<file path="config.mk">
export PLATFORM = sky130hd
export DESIGN_NAME = lgp_gpio
export DESIGN_NICKNAME = d
export VERILOG_FILES = /design/src/logic/lgp_pkg.sv /design/src/logic/lgp_pin_if.sv /design/src/logic/lgp_pin_slice.sv /design/src/logic/lgp_gpio.sv
export SDC_FILE = /design/constraint.sdc
export NUM_CORES = 1
export LEC_CHECK = 0
export ABC_AREA = 1
export BUFFER_PORTS_ARGS = -buffer_cell sky130_fd_sc_hd__clkbuf_2
export CORE_AREA = 10 10 112 114
export DETAILED_ROUTE_END_ITERATION = 6
export DIE_AREA = 0 0 122 124
export GPL_ROUTABILITY_DRIVEN = 1
export GPL_TIMING_DRIVEN = 1
export PLACE_DENSITY_LB_ADDON = 0.25
export REMOVE_ABC_BUFFERS = 1
export SKIP_LAST_GASP = 1
export SLEW_MARGIN = 30
export SYNTH_ARGS = -nofsm -noshare
export SYNTH_HDL_FRONTEND = slang
export SYNTH_HIERARCHICAL = 1
export SYNTH_SLANG_ARGS = --single-unit
export TNS_END_PERCENT = 1
</file>
<file path="constraint.sdc">
create_clock -name aclk -period 2.9 [get_ports aclk]
set_clock_uncertainty 0.1 [all_clocks]
set_input_delay 0.29 -clock aclk [delete_from_list [all_inputs] [get_ports aclk]]
set_output_delay 0.29 -clock aclk [all_outputs]
set_load 0.02 [all_outputs]
</file>
<file path="src/logic/lgp_pkg.sv">
// package: register map, field layout and reset values for the lcd-shared gpio
package lgp_pkg;
  // ------------------------------------------------------------
  // register byte addresses (word aligned, 32-bit data bus)
  // ------------------------------------------------------------
  localparam logic [7:0] LGP_PA_DATA_OFS  = 8'h00;
  localparam logic [7:0] LGP_PA_DIR_OFS   = 8'h04;
  localparam logic [7:0] LGP_PB_DATA_OFS  = 8'h08;
  localparam logic [7:0] LGP_PB_DIR_OFS   = 8'h0C;
  localparam logic [7:0] LGP_PA_RMW_OFS   = 8'h10;
  localparam logic [7:0] LGP_PB_RMW_OFS   = 8'h14;
  localparam logic [7:0] LGP_CTRL_OFS     = 8'h18;
  localparam logic [7:0] LGP_BP_SEL_OFS   = 8'h1C;
  localparam logic [7:0] LGP_SEG_SEL_OFS  = 8'h20;
  localparam logic [7:0] LGP_STATUS_OFS   = 8'h24;
  localparam int         LGP_ADDR_W       = 8;
  localparam int         LGP_WORD_LSB     = 2;

  // ------------------------------------------------------------
  // widths and field positions
  // ------------------------------------------------------------
  localparam int LGP_PA_W       = 8;
  localparam int LGP_PB_W       = 5;
  localparam int LGP_CTRL_PORT_INPUT_CONTROL_BIT = 0;
  localparam int LGP_CTRL_SPL   = 1;
  localparam int LGP_CTRL_W     = 2;
  localparam int LGP_STS_STBY   = 0;
  localparam int LGP_STS_FLOAT  = 1;

  // ------------------------------------------------------------
  // reset values and bus responses
  // ------------------------------------------------------------
  localparam logic [7:0]  LGP_DIR_RST   = 8'h00;
  localparam logic [7:0]  LGP_DATA_RST  = 8'h00;
  localparam logic [7:0]  LGP_SEL_RST   = 8'h00;
  localparam logic [1:0]  LGP_CTRL_RST  = 2'h0;
  localparam logic [1:0]  LGP_RESP_OKAY = 2'h0;
  localparam logic [1:0]  LGP_RESP_SLV  = 2'h2;
  localparam logic [31:0] LGP_ZERO32    = 32'h0000_0000;

  typedef logic [LGP_PA_W-1:0] lgp_pa_t;
  typedef logic [LGP_PB_W-1:0] lgp_pb_t;
endpackage

</file>
<file path="src/logic/lgp_pin_if.sv">
// interface: per-port pin control between the register file and a pin slice
`timescale 1ns/10ps
interface lgp_pin_if #(parameter int W = 8);
  logic [W-1:0] latch;     // data latch bits
  logic [W-1:0] dir;       // direction bits, 1 = output
  logic [W-1:0] lcd_sel;   // display function selected
  logic [W-1:0] lcd_val;   // display driver level
  logic         port_input_control_bit;     // port input control
  logic         floated;   // standby float active
  logic [W-1:0] pin_in;    // raw pin levels
  logic [W-1:0] pin_out;   // pin drive level
  logic [W-1:0] pin_oe;    // pin drive enable
  logic [W-1:0] sampled;   // synchronised, gated pin level
  modport ctl  (output latch, dir, lcd_sel, lcd_val, port_input_control_bit, floated,
                output pin_in, input pin_out, pin_oe, sampled);
  modport pins (input latch, dir, lcd_sel, lcd_val, port_input_control_bit, floated,
                input pin_in, output pin_out, pin_oe, sampled);
endinterface

</file>
<file path="src/logic/lgp_pin_slice.sv">
// module: pin drivers and input synchroniser for one port
`timescale 1ns/10ps
module lgp_pin_slice #(
  parameter int W = 8
) (
  // clock and reset
  input  wire logic aclk,
  input  wire logic aresetn,
  // port control and pins
  lgp_pin_if.pins   p
);
  import lgp_pkg::*;

  logic [W-1:0] sync1_q;
  logic [W-1:0] sync2_q;
  logic [W-1:0] lcd_own;

  // ----------------------------------------------------------------
  // drive
  // ----------------------------------------------------------------
  // display owns a pin only with dir 0, select 1 and input control 1
  assign lcd_own = p.lcd_sel & ~p.dir & {W{p.port_input_control_bit}};

  // float wins over everything; otherwise display, then latch
  always_comb begin
    for (int i = 0; i < W; i++) begin
      if (p.floated) begin
        p.pin_oe[i]  = 1'b0;
        p.pin_out[i] = 1'b0;
      end else if (lcd_own[i]) begin
        p.pin_oe[i]  = 1'b1;
        p.pin_out[i] = p.lcd_val[i];
      end else begin
        p.pin_oe[i]  = p.dir[i];
        p.pin_out[i] = p.latch[i];
      end
    end
  end

  // ----------------------------------------------------------------
  // input synchroniser
  // ----------------------------------------------------------------
  // two flops; the first feeds only the second
  always_ff @(posedge aclk) begin
    if (!aresetn) begin
      sync1_q <= '0;
      sync2_q <= '0;
    end else begin
      sync1_q <= p.pin_in;
      sync2_q <= sync1_q;
    end
  end

  // blocked input reads low while floated, avoiding an open-input leak
  assign p.sampled = p.floated ? '0 : sync2_q;
endmodule

</file>
<file path="src/logic/lgp_gpio.sv">
// module: lcd-shared general purpose ports a and b with an axi4-lite slave
`timescale 1ns/10ps
module lgp_gpio (
  // clock and reset
  input  wire logic               aclk,
  input  wire logic               aresetn,
  // axi4-lite write address and data
  input  wire logic [7:0]         s_axi_awaddr,
  input  wire logic               s_axi_awvalid,
  output      logic               s_axi_awready,
  input  wire logic [31:0]        s_axi_wdata,
  input  wire logic [3:0]         s_axi_wstrb,
  input  wire logic               s_axi_wvalid,
  output      logic               s_axi_wready,
  // axi4-lite write response
  output      logic [1:0]         s_axi_bresp,
  output      logic               s_axi_bvalid,
  input  wire logic               s_axi_bready,
  // axi4-lite read
  input  wire logic [7:0]         s_axi_araddr,
  input  wire logic               s_axi_arvalid,
  output      logic               s_axi_arready,
  output      logic [31:0]        s_axi_rdata,
  output      logic [1:0]         s_axi_rresp,
  output      logic               s_axi_rvalid,
  input  wire logic               s_axi_rready,
  // standby request from the clock controller
  input  wire logic               standby_mode,
  // display driver levels
  input  wire lgp_pkg::lgp_pa_t   lcd_common,
  input  wire lgp_pkg::lgp_pb_t   lcd_segment,
  // port a pins
  input  wire lgp_pkg::lgp_pa_t   port_a_in,
  output      lgp_pkg::lgp_pa_t   port_a_out,
  output      lgp_pkg::lgp_pa_t   port_a_oe,
  // port b pins
  input  wire lgp_pkg::lgp_pb_t   port_b_in,
  output      lgp_pkg::lgp_pb_t   port_b_out,
  output      lgp_pkg::lgp_pb_t   port_b_oe
);
  import lgp_pkg::*;

  // ----------------------------------------------------------------
  // registers
  // ----------------------------------------------------------------
  lgp_pa_t          pa_latch_q;
  lgp_pa_t          pa_dir_q;
  lgp_pb_t          pb_latch_q;
  lgp_pb_t          pb_dir_q;
  lgp_pa_t          bp_sel_q;
  lgp_pb_t          seg_sel_q;
  logic             port_input_control_bit_q;
  logic             spl_q;
  logic             floated_q;
  logic             stby_sync1_q;
  logic             stby_sync2_q;

  // bus state
  logic             aw_held_q;
  logic             w_held_q;
  logic [7:0]       awaddr_q;
  logic [31:0]      wdata_q;
  logic             wstrb0_q;
  logic             bvalid_q;
  logic [1:0]       bresp_q;
  logic             rvalid_q;
  logic [31:0]      rdata_q;
  logic [1:0]       rresp_q;
  logic             wr_go;
  logic             rd_go;
  logic             wr_hit;
  logic [31:0]      rd_d;
  logic             rd_hit;

  lgp_pin_if #(.W(LGP_PA_W)) pa_if ();
  lgp_pin_if #(.W(LGP_PB_W)) pb_if ();

  // ----------------------------------------------------------------
  // standby synchroniser and float state
  // ----------------------------------------------------------------
  // standby comes from another block, so it is synchronised first
  always_ff @(posedge aclk) begin
    if (!aresetn) begin
      stby_sync1_q <= 1'b0;
      stby_sync2_q <= 1'b0;
    end else begin
      stby_sync1_q <= standby_mode;
      stby_sync2_q <= stby_sync1_q;
    end
  end

  // float only with the float bit set; otherwise pins hold their state
  always_ff @(posedge aclk) begin
    if (!aresetn) begin
      floated_q <= 1'b0;
    end else begin
      floated_q <= stby_sync2_q & spl_q;
    end
  end

  // ----------------------------------------------------------------
  // axi4-lite write channel
  // ----------------------------------------------------------------
  // address and data may arrive in either order; each is held once taken
  assign s_axi_awready = !aw_held_q && !bvalid_q;
  assign s_axi_wready  = !w_held_q && !bvalid_q;
  assign wr_go         = aw_held_q && w_held_q && !bvalid_q;

  always_ff @(posedge aclk) begin
    if (!aresetn) begin
      aw_held_q <= 1'b0;
      awaddr_q  <= 8'h00;
    end else if (s_axi_awvalid && s_axi_awready) begin
      aw_held_q <= 1'b1;
      awaddr_q  <= s_axi_awaddr;
    end else if (wr_go) begin
      aw_held_q <= 1'b0;
    end
  end

  always_ff @(posedge aclk) begin
    if (!aresetn) begin
      w_held_q <= 1'b0;
      wdata_q  <= LGP_ZERO32;
      wstrb0_q <= 1'b0;
    end else if (s_axi_wvalid && s_axi_wready) begin
      w_held_q <= 1'b1;
      wdata_q  <= s_axi_wdata;
      wstrb0_q <= s_axi_wstrb[0];
    end else if (wr_go) begin
      w_held_q <= 1'b0;
    end
  end

  // writable offsets; rmw views and status are read only
  always_comb begin
    case (awaddr_q)
      LGP_PA_DATA_OFS, LGP_PA_DIR_OFS, LGP_PB_DATA_OFS, LGP_PB_DIR_OFS,
      LGP_CTRL_OFS, LGP_BP_SEL_OFS, LGP_SEG_SEL_OFS: wr_hit = 1'b1;
      default: wr_hit = 1'b0;
    endcase
  end

  always_ff @(posedge aclk) begin
    if (!aresetn) begin
      bvalid_q <= 1'b0;
      bresp_q  <= LGP_RESP_OKAY;
    end else if (wr_go) begin
      bvalid_q <= 1'b1;
      bresp_q  <= wr_hit ? LGP_RESP_OKAY : LGP_RESP_SLV;
    end else if (s_axi_bready) begin
      bvalid_q <= 1'b0;
    end
  end

  assign s_axi_bvalid = bvalid_q;
  assign s_axi_bresp  = bresp_q;

  // ----------------------------------------------------------------
  // register updates
  // ----------------------------------------------------------------
  // latches load whatever the direction; only output pins show it
  always_ff @(posedge aclk) begin
    if (!aresetn) begin
      pa_latch_q <= LGP_DATA_RST;
      pb_latch_q <= LGP_DATA_RST[LGP_PB_W-1:0];
    end else if (wr_go && wstrb0_q) begin
      if (awaddr_q == LGP_PA_DATA_OFS)
        pa_latch_q <= wdata_q[LGP_PA_W-1:0];
      if (awaddr_q == LGP_PB_DATA_OFS)
        pb_latch_q <= wdata_q[LGP_PB_W-1:0];
    end
  end

  // direction registers clear on reset so every pin starts as input
  always_ff @(posedge aclk) begin
    if (!aresetn) begin
      pa_dir_q <= LGP_DIR_RST;
      pb_dir_q <= LGP_DIR_RST[LGP_PB_W-1:0];
    end else if (wr_go && wstrb0_q) begin
      if (awaddr_q == LGP_PA_DIR_OFS)
        pa_dir_q <= wdata_q[LGP_PA_W-1:0];
      if (awaddr_q == LGP_PB_DIR_OFS)
        pb_dir_q <= wdata_q[LGP_PB_W-1:0];
    end
  end

  // function select and control bits for display sharing and standby
  always_ff @(posedge aclk) begin
    if (!aresetn) begin
      bp_sel_q  <= LGP_SEL_RST;
      seg_sel_q <= LGP_SEL_RST[LGP_PB_W-1:0];
      port_input_control_bit_q   <= LGP_CTRL_RST[LGP_CTRL_PORT_INPUT_CONTROL_BIT];
      spl_q     <= LGP_CTRL_RST[LGP_CTRL_SPL];
    end else if (wr_go && wstrb0_q) begin
      if (awaddr_q == LGP_BP_SEL_OFS)
        bp_sel_q <= wdata_q[LGP_PA_W-1:0];
      if (awaddr_q == LGP_SEG_SEL_OFS)
        seg_sel_q <= wdata_q[LGP_PB_W-1:0];
      if (awaddr_q == LGP_CTRL_OFS) begin
        port_input_control_bit_q <= wdata_q[LGP_CTRL_PORT_INPUT_CONTROL_BIT];
        spl_q   <= wdata_q[LGP_CTRL_SPL];
      end
    end
  end

  // ----------------------------------------------------------------
  // pin slices
  // ----------------------------------------------------------------
  assign pa_if.latch   = pa_latch_q;
  assign pa_if.dir     = pa_dir_q;
  assign pa_if.lcd_sel = bp_sel_q;
  assign pa_if.lcd_val = lcd_common;
  assign pa_if.port_input_control_bit   = port_input_control_bit_q;
  assign pa_if.floated = floated_q;
  assign pa_if.pin_in  = port_a_in;
  assign pb_if.latch   = pb_latch_q;
  assign pb_if.dir     = pb_dir_q;
  assign pb_if.lcd_sel = seg_sel_q;
  assign pb_if.lcd_val = lcd_segment;
  assign pb_if.port_input_control_bit   = port_input_control_bit_q;
  assign pb_if.floated = floated_q;
  assign pb_if.pin_in  = port_b_in;

  lgp_pin_slice #(.W(LGP_PA_W)) u_port_a (
    .aclk    (aclk),
    .aresetn (aresetn),
    .p       (pa_if.pins)
  );

  lgp_pin_slice #(.W(LGP_PB_W)) u_port_b (
    .aclk    (aclk),
    .aresetn (aresetn),
    .p       (pb_if.pins)
  );

  assign port_a_out = pa_if.pin_out;
  assign port_a_oe  = pa_if.pin_oe;
  assign port_b_out = pb_if.pin_out;
  assign port_b_oe  = pb_if.pin_oe;

  // ----------------------------------------------------------------
  // axi4-lite read channel
  // ----------------------------------------------------------------
  // plain reads mix latch (outputs) and pin (inputs); rmw views latch only
  always_comb begin
    rd_d   = LGP_ZERO32;
    rd_hit = 1'b1;
    case (s_axi_araddr)
      LGP_PA_DATA_OFS:
        rd_d[LGP_PA_W-1:0] = (pa_latch_q & pa_dir_q)
                           | (pa_if.sampled & ~pa_dir_q);
      LGP_PB_DATA_OFS:
        rd_d[LGP_PB_W-1:0] = (pb_latch_q & pb_dir_q)
                           | (pb_if.sampled & ~pb_dir_q);
      LGP_PA_DIR_OFS:  rd_d[LGP_PA_W-1:0] = pa_dir_q;
      LGP_PB_DIR_OFS:  rd_d[LGP_PB_W-1:0] = pb_dir_q;
      LGP_PA_RMW_OFS:  rd_d[LGP_PA_W-1:0] = pa_latch_q;
      LGP_PB_RMW_OFS:  rd_d[LGP_PB_W-1:0] = pb_latch_q;
      LGP_BP_SEL_OFS:  rd_d[LGP_PA_W-1:0] = bp_sel_q;
      LGP_SEG_SEL_OFS: rd_d[LGP_PB_W-1:0] = seg_sel_q;
      LGP_CTRL_OFS: begin
        rd_d[LGP_CTRL_PORT_INPUT_CONTROL_BIT] = port_input_control_bit_q;
        rd_d[LGP_CTRL_SPL]   = spl_q;
      end
      LGP_STATUS_OFS: begin
        rd_d[LGP_STS_STBY]  = stby_sync2_q;
        rd_d[LGP_STS_FLOAT] = floated_q;
      end
      default: rd_hit = 1'b0;
    endcase
  end

  assign s_axi_arready = !rvalid_q;
  assign rd_go         = s_axi_arvalid && !rvalid_q;

  always_ff @(posedge aclk) begin
    if (!aresetn) begin
      rvalid_q <= 1'b0;
      rdata_q  <= LGP_ZERO32;
      rresp_q  <= LGP_RESP_OKAY;
    end else if (rd_go) begin
      rvalid_q <= 1'b1;
      rdata_q  <= rd_d;
      rresp_q  <= rd_hit ? LGP_RESP_OKAY : LGP_RESP_SLV;
    end else if (s_axi_rready) begin
      rvalid_q <= 1'b0;
    end
  end

  assign s_axi_rvalid = rvalid_q;
  assign s_axi_rdata  = rdata_q;
  assign s_axi_rresp  = rresp_q;
endmodule

</file>
==> results.yml <==
placed_design:
  dp_hpwl_um: 10030
  gp_congestion: 0.8804
  portBuffers: 99
  dp.cells: 992
  placed_area_um2: 5494
layout:
  drive_above_1_share: 0.1595
  layout_common_cells: "nand2_1 (183), nor2_1 (133), inv_1 (105), dfxtp_1 (101), clkbuf_2 (99)"
  area.growth.synth_to_final_pct: 14.98
  final_area_um2: 5754
  final_common_cell: "nand2_1"
  final_cells: 1014
  final_nets: 959
  final_util: 0.5624
  diodes: 0
timing:
  post-route-period-util: 0.8127
  rsz0062_at_grt: "no"
  whs_ns: 0.003083
  fmax_mhz: 424.3
  worstMarginPinSlew_ns: 0.7029
  relSlewSlack: 0.5308
  finalSetupViolCount: 0
  finalHoldViolCount: 0
  slew_viol_final: 0
  fin_setup_tns_ns: 0
  fin_crit_ns: 2.357
clock_tree:
  cts_inserted_buffers: 9
  cts_resized: 0
  cts.sinks: 101
  clockBufferDepth: 2
  path_clk_slew_ns: 0.10
  tritoncts: "yes"
  clock_latency_ns: 0.36
  clockRootBuffer: "clkbuf_8"
  cts_max_level: 3
  postCtsSetupRepairBufs: 0
floorplanning:
  start_util: 0.4892
  dieWidth_um: 122
  io_pins: 153
  die_h_um: 124
  row_count: 37
  die_area_um2: 15130
  core_area_um2: 10230
routing:
  drtIter0Drc: 294
  vias: 4832
  drt_wl_total_um: 13140
  remaining_drc_errors: 0
  via_per_inst: 4.765
  wl_per_cell_um: 12.96
  postRouteAntennaNets: 0
  dr.pass1.iters: 5
global_route:
  grt_pass1_wl_um: 21000
  grt_max_degree: 44
  grt.total_usage: 0.1694
  antenna_found_initial: 0
  overflow: 0
  grt_pass1_vias: 4355
worst_setup_path:
  slowest_delay_ns: 0.79
  critPathLaunchType: "flop"
  reg2reg_slack_ns: 1.08
  crit_required_ns: 2.51
  critical_path_class: "flop to primary output"
  cp-end-kind: "primary output"
  cp.arrival_ns: 1.97
  crit_slowest_cell: "dfxtp_1"
  crit_chain: "nand3_1 > a21oi_1 > clkbuf_2"
  path_max_fanout: 15
pwr:
  p_leak_nw: 2.833
  power-per-cell-area_nw_per_um2: 463.7
  vdd_ir_drop_max_v: 0.0002974
logic_synthesis:
  postSynthCellCount: 773
  ys_ff_latch: 101
  synth_compound_area_frac: 0.1370
  postSynthAreaPerCell_um2: 6.475
  synthDistinctLibCells: 27
  synth_xor_area_frac: 0
  synth_top_family_by_area: "simple AND/OR/NAND/NOR gates"
  yosys_warnings: 6
  synth-simple-area-share: 0.3125
  synth.yosys.seq_area_share: 0.4040
  synthMuxAreaShare: 0
  synth_fa_ha_area_frac: 0
  mappedNetlistArea_um2: 5005
job:
  drv_cap: 0
worst_hold_path:
  hold_path_class: "primary input to flop"
status:
  outcome: "finished clean"
## routing by layer
layer,up-vias,part of all wire,GRT usage
li1,2547,-,-
met3,22,0.084,0.04389
met4,0,0.017,0.05514
met1,2098,0.45,0.2126
met5,-,0,0
met2,165,0.45,0.2779
## path summary, 6_finish.rpt
| kind | start | to | depth (start not counted) |
|---|---|---|---|
| setup / recovery | pa_if.port_input_control_bit$_SDFFE_PN0P_ | port_a_oe[3] | 3 |
| setup reg to reg | awaddr_q[6]$_SDFFE_PN0P_ | bp_sel_q[6]$_SDFFE_PN0P_ | 5 |
| hold / removal | port_b_in[2] | u_port_b/sync1_q[2]$_SDFF_PN0_ | 3 |
| hold reg to reg | u_port_b/sync1_q[3]$_SDFF_PN0_ | u_port_b/sync2_q[3]$_SDFF_PN0_ | 2 |
## kinds of logic after synthesis
family	Yosys count
other cells	1
compound gates	136
buf+inv	156
flops	101
simple gates	379
## repair_timing
action | CTS | global route
hold buffers | 5 | 1
endpoints found under the hold margin | 5 | 1
setup endpoints to repair | 0 | 0
## worst max-delay path, delay by kind of cell, from the launching register on
kind            cells  cell delay [ns]
flops               1             0.79
compound gates      1             0.32
simple gates        1             0.27
buf+inv             1             0.23
## layout make-up
type / instances / area [µm²]
fill: 1082 / 4477
clock buffer: 10 / 127.6
clock inverter: 6 / 72.57
sequential: 101 / 2022
timing repair buffer: 111 / 600.6
inverter: 109 / 414.1
tap: 136 / 170.2
multi-input combinational: 541 / 2347
## flip-flops by register name (all words and copies together), names as in the netlist, 5 cells and up
register / cells
awaddr_q: 8
bp_sel_q: 8
pa_dir_q: 8
pa_if.latch: 8
s_axi_rdata: 8
u_port_a/sync1_q: 8
u_port_a/sync2_q: 8
wdata_q: 8
pb_dir_q: 5
pb_if.latch: 5
pb_if.lcd_sel: 5
u_port_b/sync1_q: 5
u_port_b/sync2_q: 5
## cell usage after synthesis (all sizes together)
| master | number | area (µm²) |
|---|---|---|
| a21oi | 62 | 310.3 |
| dfxtp | 101 | 2022 |
| o21ai | 72 | 360.3 |
| clkinv | 2 | 12.51 |
| buf | 36 | 272.8 |
| nor3 | 4 | 42.54 |
| nand4 | 2 | 12.51 |
| a22oi | 1 | 7.510 |
| inv | 107 | 401.6 |
| conb | 1 | 3.750 |
| or2 | 1 | 8.760 |
| o21a | 1 | 7.510 |
| nand3 | 45 | 240.2 |
| nor2 | 143 | 566.8 |
| nand2 | 184 | 693.2 |
| clkbuf | 11 | 42.54 |
## metrics by stage
step	setup slack, ns	total power, W
finish	0.5432	0.002668
global route	0.4883	0.002779
CTS	0.5563	0.002675
detailed placement	0.9564	0.001786
global placement	0.9635	0.001783
floorplan	1.097	0.001672
## power breakdown
part / total, W / leakage [nW] / internal [W] / switching [W]
registers: 0.00147 / 0.825 / 0.00143 / 0.0000401
clock network: 0.000905 / 0.0906 / 0.000407 / 0.000499
logic: 0.000289 / 1.92 / 0.0000986 / 0.000191
total: 0.00267 / 2.83 / 0.00194 / 0.000729
Power figures use the tool's default switching activity.
